[config.mk]
export PLATFORM = sky130hd
export DESIGN_NAME = host_port_device_flat
export DESIGN_NICKNAME = d
export VERILOG_FILES = /design/src/logic/hostport_pkg.sv /design/src/logic/parallel_host_port_if.sv /design/src/logic/host_port_device.sv /design/src/flat_wrapper.sv
export VERILOG_INCLUDE_DIRS = /design/src /design/src/logic
export SDC_FILE = /design/constraint.sdc
export NUM_CORES = 1
export LEC_CHECK = 0
export ABC_AREA = 1
export ABC_CLOCK_PERIOD_IN_PS = 8000
export BUFFER_PORTS_ARGS = -buffer_cell sky130_fd_sc_hd__clkbuf_2
export CAP_MARGIN = 10
export CORE_MARGIN = 2
export CORE_UTILIZATION = 41
export DETAILED_ROUTE_END_ITERATION = 10
export PLACE_DENSITY_LB_ADDON = 0.08
export RECOVER_POWER = 50
export SKIP_CTS_REPAIR_TIMING = 1
export SLEW_MARGIN = 15
export SYNTH_ARGS = -nofsm -noshare
export SYNTH_HDL_FRONTEND = slang
export SYNTH_SLANG_ARGS = --single-unit
[constraint.sdc]
create_clock -name ref_clk -period 8 [get_ports ref_clk]
set_input_delay 0.4 -clock ref_clk [delete_from_list [all_inputs] [get_ports ref_clk]]
set_output_delay 0.4 -clock ref_clk [all_outputs]
set_load 0.05 [all_outputs]
[src/logic/hostport_defs.svh]
// Purpose: Constants shared by both ends of the parallel host port
// Assumes: Included by package and modules
// Notes:   Guarded against double inclusion
`ifndef HOSTPORT_DEFS_SVH
`define HOSTPORT_DEFS_SVH
`define ADDR_W        16
`define DATA_W        16
`define PIN_ADDR_W    5
`define BYTE_HI_MSB   15
`define BYTE_HI_LSB   8
`define BYTE_LO_MSB   7
`define BYTE_LO_LSB   0
`define HOST_SETUP_CYC 4'h4
`define HOST_HOLD_CYC  4'h4
`endif

[src/logic/hostport_pkg.sv]
// Purpose: Types for the parallel host port
// Assumes: hostport_defs.svh constants
// Notes:   Address mode and host state encodings, plus an unused struct
`include "hostport_defs.svh"
package hostport_pkg;
  typedef enum logic [1:0] {
    MODE_NONMUX  = 2'b00,
    MODE_MUX_ONE = 2'b01,
    MODE_MUX_TWO = 2'b10
  } addr_mode_t;

  typedef enum logic [2:0] {
    H_IDLE  = 3'b000,
    H_ALE_A = 3'b001,
    H_ALE_B = 3'b010,
    H_DATA  = 3'b011,
    H_HOLD  = 3'b100
  } host_state_t;

  typedef struct packed {
    logic [3:0]  byte_en_dummy;
  } unused_t;
endpackage

[src/logic/parallel_host_port_if.sv]
// Purpose: Pin bundle between host and device ends
// Assumes: Wire levels resolved by the testbench from the enables
// Notes:   Two-way bus split into in, out and enable per end
`timescale 1ns/1ps
interface parallel_host_port_if;
  logic        rd_n;
  logic        rd_wr;
  logic        wr_n;
  logic        data_phase_strobe;
  logic        cs_n;
  logic [4:0]  addr;
  logic        high_addr_latch;
  logic        low_addr_latch;
  logic [15:0] ad_host_out;
  logic [15:0] ad_host_oe;
  logic [15:0] ad_dev_out;
  logic [15:0] ad_dev_oe;
  logic [15:0] ad_in;

  modport device (input rd_n, rd_wr, wr_n, data_phase_strobe, cs_n, addr,
                  high_addr_latch, low_addr_latch, ad_in,
                  output ad_dev_out, ad_dev_oe);
  modport host (output rd_n, rd_wr, wr_n, data_phase_strobe, cs_n, addr,
                high_addr_latch, low_addr_latch, ad_host_out, ad_host_oe,
                input ad_in);
endinterface

[src/logic/host_port_device.sv]
// Purpose: Device end of the parallel host port; turns pin strobes into
//          internal read and write requests
// Assumes: Host strobes are asynchronous; two-stage sync on every pin
// Notes:   Polarity and mode come from configuration inputs
// How it works
// RULE_01: Read strobe active low, polarity bit inverts.
// RULE_02: Direction high means read, polarity bit swaps.
// RULE_03: Enable with direction marks data phase.
// RULE_04: Write strobe polarity shares enable polarity bit.
// RULE_05: Chip select qualifies transfer, own polarity bit.
// RULE_06: Non-mux uses five address pins, 16-bit drops bit0.
// RULE_07: Non-mux 8-bit leaves upper data lines disabled.
// RULE_08: Single-phase mux takes both bytes at once.
// RULE_09: Dual-phase mux takes bytes on lower lines.
// RULE_10: Dual-phase 8-bit leaves upper lines disabled.
// RULE_11: High latch loads upper byte in dual-phase.
// RULE_12: Low latch loads both or lower byte.
// RULE_13: Latches active low, saved on rising edge.
// RULE_14: Deselected: ignore strobes, outputs high impedance.
// RULE_15: Drive data only during active read phase.
`timescale 1ns/1ps
`include "hostport_defs.svh"
module host_port_device
  import hostport_pkg::*;
(
  // Clock and reset
  input  wire logic              ref_clk,
  input  wire logic              rst,
  // Configuration
  input  wire logic [1:0]        addr_mode,
  input  wire logic              wide_data,
  input  wire logic              use_enable,
  input  wire logic              rd_pol_inv,
  input  wire logic              wr_pol_inv,
  input  wire logic              cs_pol_inv,
  input  wire logic              ale_pol_inv,
  // Pins
  parallel_host_port_if.device   pins,
  // Internal space
  output logic                   rd_req,
  output logic                   wr_req,
  output logic [`ADDR_W-1:0]     req_addr,
  output logic [`DATA_W-1:0]     wr_data,
  input  wire logic [`DATA_W-1:0] rd_data
);
  localparam int NS = 6;

  typedef struct packed {
    logic [NS-1:0]     s1;
    logic [NS-1:0]     s2;
    logic [NS-1:0]     prev;
    logic [15:0]       d1;
    logic [15:0]       d2;
    logic [15:0]       d3;
    logic [4:0]        a1;
    logic [4:0]        a2;
    logic              dir1;
    logic              dir2;
    logic [15:0]       addr;
    logic [15:0]       wdata;
    logic [15:0]       rdata;
    logic              drive;
    logic              rd_req;
    logic              wr_req;
    logic [1:0]        warm;
  } dev_state_t;

  dev_state_t st_r;
  dev_state_t st_nxt;

  // Index order of synchronised strobes
  localparam int I_CS = 0;
  localparam int I_RD = 1;
  localparam int I_WR = 2;
  localparam int I_EN = 3;
  localparam int I_HI = 4;
  localparam int I_LO = 5;

  logic [NS-1:0] raw;
  logic          ready;
  logic          sel;
  logic          rd_act;
  logic          wr_act;
  logic          en_act;
  logic          is_read;
  logic          hi_act;
  logic          lo_act;
  logic          hi_rise;
  logic          lo_rise;
  logic          rd_phase;
  logic          wr_end;
  logic          rd_end;
  logic [15:0]   ad_s;
  logic [15:0]   ad_hold;
  logic [15:0]   na_addr;
  addr_mode_t    mode;

  function automatic logic active_low(input logic lvl, input logic inv);
    active_low = inv ? lvl : ~lvl;
  endfunction

  assign raw = {pins.low_addr_latch, pins.high_addr_latch, pins.data_phase_strobe,
                pins.wr_n, pins.rd_n, pins.cs_n};
  assign mode = addr_mode_t'(addr_mode);
  assign ad_s = st_r.d2;
  // Last sample taken while a latch strobe was still active; the host
  // may move the lines at the strobe's trailing edge
  assign ad_hold = st_r.d3;

  // No strobe counts until the edge stage holds a real pin sample; with
  // inverted polarity the reset pattern would look like an active strobe
  assign ready   = (st_r.warm == 2'h3);
  assign sel     = ready && active_low(st_r.s2[I_CS], cs_pol_inv); // [RULE_05] [RULE_14]
  assign rd_act  = active_low(st_r.s2[I_RD], rd_pol_inv);        // [RULE_01]
  assign wr_act  = active_low(st_r.s2[I_WR], wr_pol_inv);        // [RULE_04]
  assign en_act  = active_low(st_r.s2[I_EN], wr_pol_inv);        // [RULE_03]
  // Direction has its own two-stage synchroniser, aligned with the strobes
  assign is_read = rd_pol_inv ? ~st_r.dir2 : st_r.dir2;          // [RULE_02]
  assign hi_act  = active_low(st_r.s2[I_HI], ale_pol_inv);       // [RULE_13]
  assign lo_act  = active_low(st_r.s2[I_LO], ale_pol_inv);
  // Active-to-inactive edge of a latch strobe saves the address
  assign hi_rise = sel && !hi_act && active_low(st_r.prev[I_HI], ale_pol_inv); // [RULE_13] [RULE_14]
  assign lo_rise = sel && !lo_act && active_low(st_r.prev[I_LO], ale_pol_inv); // [RULE_13] [RULE_14]

  // Read phase: RD strobe, or enable with direction read
  assign rd_phase = sel && (use_enable ? (en_act && is_read) : rd_act);  // [RULE_03] [RULE_14]
  assign rd_end   = use_enable ? (active_low(st_r.prev[I_EN], wr_pol_inv) && !en_act)
                               : (active_low(st_r.prev[I_RD], rd_pol_inv) && !rd_act);
  assign wr_end   = sel && (use_enable
                    ? (active_low(st_r.prev[I_EN], wr_pol_inv) && !en_act && !is_read)
                    : (active_low(st_r.prev[I_WR], wr_pol_inv) && !wr_act));

  // Non-mux address: 16-bit mode drops bit 0
  assign na_addr = wide_data ? {11'h000, st_r.a2[4:1], 1'b0}
                             : {11'h000, st_r.a2};                // [RULE_06]

  always_comb begin
    st_nxt        = st_r;
    st_nxt.s1     = raw;
    st_nxt.s2     = st_r.s1;
    st_nxt.prev   = st_r.s2;
    st_nxt.d1     = pins.ad_in;
    st_nxt.d2     = st_r.d1;
    st_nxt.d3     = st_r.d2;
    st_nxt.a1     = pins.addr;
    st_nxt.a2     = st_r.a1;
    st_nxt.dir1   = pins.rd_wr;
    st_nxt.dir2   = st_r.dir1;
    if (st_r.warm != 2'h3) begin
      st_nxt.warm = st_r.warm + 2'h1;
    end
    st_nxt.rd_req = 1'b0;
    st_nxt.wr_req = 1'b0;
    unique case (mode)
      MODE_MUX_ONE: begin
        if (lo_rise) begin
          st_nxt.addr = ad_hold;                                 // [RULE_08] [RULE_12]
        end
      end
      MODE_MUX_TWO: begin
        if (hi_rise) begin
          st_nxt.addr[`BYTE_HI_MSB:`BYTE_HI_LSB] = ad_hold[`BYTE_LO_MSB:`BYTE_LO_LSB]; // [RULE_09] [RULE_11]
        end
        if (lo_rise) begin
          st_nxt.addr[`BYTE_LO_MSB:`BYTE_LO_LSB] = ad_hold[`BYTE_LO_MSB:`BYTE_LO_LSB]; // [RULE_09] [RULE_12]
        end
      end
      default: begin
        st_nxt.addr = na_addr;                                   // [RULE_06]
      end
    endcase
    if (rd_phase && !st_r.drive) begin
      st_nxt.rd_req = 1'b1;
    end
    st_nxt.drive = rd_phase;                                     // [RULE_15] [RULE_14]
    if (!sel || rd_end) begin
      st_nxt.drive = 1'b0;                                       // [RULE_15]
    end
    if (st_r.rd_req) begin
      st_nxt.rdata = rd_data;
    end
    if (wr_end) begin
      st_nxt.wr_req = 1'b1;
      st_nxt.wdata  = wide_data ? ad_s : {8'h00, ad_s[`BYTE_LO_MSB:`BYTE_LO_LSB]}; // [RULE_07] [RULE_10]
    end
  end

  always_ff @(posedge ref_clk or posedge rst) begin
    if (rst) begin
      st_r      <= '0;
      st_r.s1   <= 6'h3F;
      st_r.s2   <= 6'h3F;
      st_r.prev <= 6'h3F;
    end else begin
      st_r <= st_nxt;
    end
  end

  assign rd_req   = st_r.rd_req;
  assign wr_req   = st_r.wr_req;
  assign req_addr = st_r.addr;
  assign wr_data  = st_r.wdata;
  assign pins.ad_dev_out = st_r.rdata;
  // Upper lane stays off in 8-bit width
  assign pins.ad_dev_oe  = st_r.drive ? (wide_data ? 16'hFFFF : 16'h00FF) : 16'h0000; // [RULE_07] [RULE_10] [RULE_15]
endmodule

[src/flat_wrapper.sv]
// flat-port wrapper written by rule: the top's interface ports become plain ports
module host_port_device_flat import hostport_pkg::*;
  (ref_clk, rst, addr_mode, wide_data, use_enable, rd_pol_inv, wr_pol_inv, cs_pol_inv, ale_pol_inv, rd_req, wr_req, req_addr, wr_data, rd_data, pins_rd_n, pins_rd_wr, pins_wr_n, pins_data_phase_strobe, pins_cs_n, pins_addr, pins_high_addr_latch, pins_low_addr_latch, pins_ad_in, pins_ad_dev_out, pins_ad_dev_oe);
  parallel_host_port_if pins_i ();
  input  wire logic ref_clk;
  input  wire logic rst;
  input  wire logic [1:0] addr_mode;
  input  wire logic wide_data;
  input  wire logic use_enable;
  input  wire logic rd_pol_inv;
  input  wire logic wr_pol_inv;
  input  wire logic cs_pol_inv;
  input  wire logic ale_pol_inv;
  output logic rd_req;
  output logic wr_req;
  output logic [`ADDR_W-1:0] req_addr;
  output logic [`DATA_W-1:0] wr_data;
  input  wire logic [`DATA_W-1:0] rd_data;
  input wire logic [$bits(pins_i.rd_n)-1:0] pins_rd_n;
  input wire logic [$bits(pins_i.rd_wr)-1:0] pins_rd_wr;
  input wire logic [$bits(pins_i.wr_n)-1:0] pins_wr_n;
  input wire logic [$bits(pins_i.data_phase_strobe)-1:0] pins_data_phase_strobe;
  input wire logic [$bits(pins_i.cs_n)-1:0] pins_cs_n;
  input wire logic [$bits(pins_i.addr)-1:0] pins_addr;
  input wire logic [$bits(pins_i.high_addr_latch)-1:0] pins_high_addr_latch;
  input wire logic [$bits(pins_i.low_addr_latch)-1:0] pins_low_addr_latch;
  input wire logic [$bits(pins_i.ad_in)-1:0] pins_ad_in;
  output wire logic [$bits(pins_i.ad_dev_out)-1:0] pins_ad_dev_out;
  output wire logic [$bits(pins_i.ad_dev_oe)-1:0] pins_ad_dev_oe;
  assign pins_i.rd_n = pins_rd_n;
  assign pins_i.rd_wr = pins_rd_wr;
  assign pins_i.wr_n = pins_wr_n;
  assign pins_i.data_phase_strobe = pins_data_phase_strobe;
  assign pins_i.cs_n = pins_cs_n;
  assign pins_i.addr = pins_addr;
  assign pins_i.high_addr_latch = pins_high_addr_latch;
  assign pins_i.low_addr_latch = pins_low_addr_latch;
  assign pins_i.ad_in = pins_ad_in;
  assign pins_ad_dev_out = pins_i.ad_dev_out;
  assign pins_ad_dev_oe = pins_i.ad_dev_oe;
  host_port_device u_core (.ref_clk(ref_clk), .rst(rst), .addr_mode(addr_mode), .wide_data(wide_data), .use_enable(use_enable), .rd_pol_inv(rd_pol_inv), .wr_pol_inv(wr_pol_inv), .cs_pol_inv(cs_pol_inv), .ale_pol_inv(ale_pol_inv), .pins(pins_i), .rd_req(rd_req), .wr_req(wr_req), .req_addr(req_addr), .wr_data(wr_data), .rd_data(rd_data));
endmodule
# Word level (Yosys, flattened, before mapping)
# Index checks and enable logic that the tools add are counted.
classes:
  shifts: 0
  reduce_logical: 24
  eq_ne: 7
  n_lt_le_gt_ge: 0
  addsub: 1
  mux: 26
  div: 0
  multipliers: 0
  bitwise: 12
op_table:
  columns: ["operator", "count"]
  rows:
  - ["$mux 16", 4]
  - ["$pmux 16 s2", 1]
  - ["$mux 1", 19]
  - ["$mux 8", 2]
  - ["$logic_and 1x1->1", 13]
  - ["$not 1->1", 12]
  - ["$logic_not 1->1", 8]
  - ["$ne 2x1->1 const B", 3]
  - ["$eq 2x2->1 const B", 2]
  - ["$reduce_and 2->1", 2]
  - ["$add 2x1->2 const B", 1]
  - ["$eq 2x1->1 const B", 1]
  - ["$ne 2x2->1 const B", 1]
  - ["$logic_or 1x1->1", 1]
word_totals:
  latchBits: 0
  ram_bits: 0
  in_bits: 54
  mem_bits_ro: 0
  register_bits: 131
  mem_count: 0
  word_cells: 88
  out_inout_bits: 66

# Longest topological paths before layout
depth:
  depth_word: 8
  depth_mapped: 10
  ltp_nobuf: 9

# Worst setup path before layout
# Ideal clock, no wire load.
synth_timing:
  kind: "input to output"
  startpoint: "in wide_data"
  endpoint: "out pins_ad_dev_oe[10]"
  arrival_ns: 1.425
  setup_slack_ns: 6.175
  t_required_ns: 7.600
  stages: 4
  n_path_buf: 2
  cell_sequence: "clkbuf_1 -> nand2_1 -> inv_1 -> buf_4"
synth_between:
  elab_chain_cells: 2
synth_lines:
  columns: ["item", "line", "rtl"]
  rows:
  - ["start, declared", "flat_wrapper.sv:8", "input wire logic wide_data;"]
  - ["$mux 16 (2 in a row)", "host_port_device.sv:205", "assign pins.ad_dev_oe = st_r.drive ? (wide_data ? 16'hFFFF : 16'h00FF) : 16'h0000;"]
  - ["end, declared", "flat_wrapper.sv:29", "output wire logic [$bits(pins_i.ad_dev_oe)-1:0] pins_ad_dev_oe;"]
# No other way between the ends.

==> impl_table.tex <==
\begin{tabular}{lr}
\hline
Metric & Value \\
\hline
\multicolumn{2}{l}{\textbf{Power}} \\
Static leakage & 0.00301 uW \\
Reported net switching power & 583 uW \\
Proportion of power drawn by flip-flops and latches & 0.389 \\
Combinational Power Share & 0.180 \\
Cell Int Power & 1370 uW \\
Power share of the clock group & 0.431 \\
Peak ir drop on the vdd network & 0.192 mV \\
Sw Share & 0.298 \\
Pwr dens & 334 mW/mm\^{}2 \\
\multicolumn{2}{l}{\textbf{Die}} \\
Die Width & 114 um \\
Starting density of the core & 0.417 \\
Die ar. & 0.0130 sq mm \\
Count of pins on the block boundary & 120 \\
Number of standard-cell rows in the floorplan & 40 \\
Core Region & 0.0119 sq mm \\
Die height & 114 um \\
\multicolumn{2}{l}{\textbf{Setup path}} \\
Worst flop-to-flop path endpoint & u\_core.req\_addr[10] \\
Worst setup slack for register-to-register paths & 5.76 ns \\
Required time at the worst-slack endpoint & 8.43 ns \\
Worst reg2reg startpoint & u\_core.st\_r[0] \\
CP arrival & 2.84 ns \\
Classification of the worst setup path & in2async \\
R2r worst-path depth & 8 \\
Startpoint of the worst setup timing path & rst \\
Maximum fanout encountered on the critical timing path & 68 \\
Crit end category & asynchronous set/reset pin \\
Worst setup SP type & input pin \\
\multicolumn{2}{l}{\textbf{Layout}} \\
Commonest cells after routing, fill and taps aside & dfrtp\_1 (113), clkbuf\_2 (111), nand2\_1 (103) \\
Number of antenna cells inserted & 0 \\
Most common cell after layout, fill and taps aside & dfrtp\_1 \\
Multi-input combinational cell area & 0.00107 sq mm \\
Fillers & 1128 \\
Fraction of layout cells with a size suffix above 1 & 0.375 \\
Area growth from synthesis to layout & 17.9\% \\
Post-layout net count & 548 \\
Final cell count without fillers & 651 \\
Area occupied by registers & 0.00325 sq mm \\
\multicolumn{2}{l}{\textbf{Timing}} \\
Minimum hold slack & 0.0760 ns \\
Peak Freq & 414 MHz \\
Number of hold violations in the final report & 0 \\
Setup tns final & 0 ns \\
Setup Skew & 0.00534 ns \\
Period utilisation layout & 0.302 \\
Number of failing setup endpoints in the final timing report & 0 \\
Slew at the pin closest to its max-slew limit & 2.57 ns \\
Final count of pins violating max slew & 63 \\
RSZ-0062 raised after global routing & false \\
Tightest slew margin relative to the limit & -0.721 \\
Min cycle time layout & 2.42 ns \\
\multicolumn{2}{l}{\textbf{Hold path}} \\
Worst hold stages & 1 \\
Hold wc startpoint & pins\_rd\_n \\
Hold Path Sink & u\_core.st\_nxt[120] \\
Hold Path Class & in2reg \\
\multicolumn{2}{l}{\textbf{CTS}} \\
Num CTS Buffers & 17 \\
CTS H-tree lvls & 4 \\
Clock insertion delay at the later pin of the skew report & 0.40 ns \\
Maximum clock path buffer count & 2 \\
Register clock-pin slew on the reported worst setup and hold paths & 0.06 ns \\
CTS Sinks & 129 \\
Clock tree from TritonCTS & yes \\
Root buffer selected by CTS & clkbuf\_16 \\
\multicolumn{2}{l}{\textbf{Status}} \\
Failing checks & capacitance limit, slew limit \\
Run status & finished, violations left \\
\multicolumn{2}{l}{\textbf{Synth}} \\
Most used DFF post-synth & dfrtp\_1 \\
Mean instance size in the synthesized netlist & 11.7 sq um \\
Syn Std Cell Area & 0.00496 sq mm \\
Instance count of the mapped netlist & 426 \\
FF+latch count, synth & 129 \\
Share of flip-flops with an asynchronous set or reset after synthesis & 1.00 \\
Number of distinct library cells after synthesis & 27 \\
Proportion of synthesized chip area in sequential cells & 0.654 \\
Syn\_nets & 483 \\
Warning count from the yosys run & 0 \\
Count of flip-flops with a built-in enable after synthesis & 0 \\
\multicolumn{2}{l}{\textbf{GRT}} \\
Antenna violations before repair & 0 \\
Gr usage total & 0.149 \\
Number of global-route vias before repair & 2906 \\
Wire length of the first global-routing pass & 14.5 mm \\
Largest net degree at the start of global routing & 69 \\
Total overflow reported by the global router & 0 \\
\multicolumn{2}{l}{\textbf{Route}} \\
Ratio of routed vias to standard cells & 4.39 \\
Detail-routed net length per standard cell & 13.5 um \\
DRC violations left & 0 \\
Final Routed Wirelength & 8.77 mm \\
Total number of vias & 2859 \\
DR iter-0 viols & 132 \\
Post-route antenna net violation count & 0 \\
Initial DRT Pass Iterations & 4 \\
\multicolumn{2}{l}{\textbf{Flow run}} \\
Max-cap violations & 1 \\
\multicolumn{2}{l}{\textbf{Place}} \\
Input/output buffers & 119 \\
Final Wtd Congestion & 0.807 \\
Dpl cells & 619 \\
Placed wire-length estimate after detailed placement & 6.19 mm \\
\hline
\end{tabular}
stage by stage:
stage          setup WS [ns]  power, uW  instance area, sq um  utilization
6_report                5.58       1950                  5850        0.491
5_1_grt                 5.04       2040                  5850        0.491
4_1_cts                 5.77       1980                  5870        0.492
3_5_place_dp            5.78       1130                  5200        0.437
3_3_place_gp            5.86       1120                  5200        0.437
2_1_floorplan           4.19       1110                  4960            -
critical path, cell delays in order:
cell        delay [ns]
clkbuf_1          0.08
clkinvlp_2        1.45
buf_4             0.84
registers in the layout, indices dropped and copies added (netlist names), 13 cells and up:
name,flops
u_core.st_nxt,34
u_core.ad_s,16
u_core.pins.ad_dev_out,16
u_core.req_addr,16
u_core.ad_hold,16
u_core.wr_data,16
u_core.st_r,13
cell type report:
cell class | instances | area share
clock buffer | 19 | 0.0774
clock inverter | 13 | 0.0355
inverter | 26 | 0.0169
multi-input combinational | 197 | 0.183
sequential | 129 | 0.555
tap | 147 | 0.0314
timing repair buffer | 120 | 0.101
how the worst max path moves through the flow:
stage          slack (ns)                  end  cells past startpoint
2_1_floorplan        4.19    u_core.ad_hold[0]                      1
5_1_grt              5.04   u_core.wr_data[14]                      3
3_5_place_dp         5.78  u_core.req_addr[10]                      8
6_report             5.58  u_core.req_addr[12]                      3
4_1_cts              5.77  u_core.req_addr[10]                      8
3_3_place_gp         5.86  u_core.req_addr[14]                     10
power by group through the flow:
stage | sequential (uW) | clock, uW | combinational (uW)
after floorplan | 760 | 0 | 354
after global placement | 771 | 0 | 354
after detailed placement | 773 | 0 | 357
after CTS | 762 | 861 | 357
after global routing | 770 | 896 | 375
final | 760 | 843 | 351
Yosys cell counts, types with 3 or more instances:
| cell | count | share of area |
|---|---|---|
| a22oi_1 | 4 | 0.0061 |
| nand2_1 | 103 | 0.078 |
| ha_1 | 3 | 0.0076 |
| nand2_4 | 4 | 0.0091 |
| buf_2 | 3 | 0.0030 |
| a21oi_1 | 12 | 0.012 |
| dfrtp_1 | 113 | 0.57 |
| nand4_1 | 16 | 0.020 |
| dfstp_2 | 16 | 0.085 |
| buf_4 | 67 | 0.10 |
| nand3_1 | 13 | 0.013 |
| nor2_1 | 10 | 0.0076 |
| inv_1 | 25 | 0.019 |
| mux2_2 | 17 | 0.039 |
| nand2_2 | 4 | 0.0050 |
kinds of logic (layout without fill, tap and decap cells):
| group | count (synthesis) | in the layout | share of synthesized area |
|---|---|---|---|
| fa+ha+maj | 3 | 3 | 0.00756 |
| flops | 129 | 129 | 0.654 |
| compound gates | 18 | 18 | 0.0209 |
| xor+xnor | 2 | 2 | 0.00353 |
| simple gates | 157 | 157 | 0.145 |
| buf+inv | 100 | 178 | 0.130 |
| mux | 17 | 17 | 0.0386 |
per-layer routing:
| metal | track usage | vias to the layer above | wire, um |
|---|---|---|---|
| met2 | 0.226 | 65 | 4250 |
| met5 | 0 | - | 0 |
| met3 | 0.0515 | 6 | 442 |
| li1 | - | 1425 | - |
| met4 | 0.0585 | 0 | 67 |
| met1 | 0.197 | 1363 | 4010 |
Note: power is estimated with default switching activity, not from simulation.
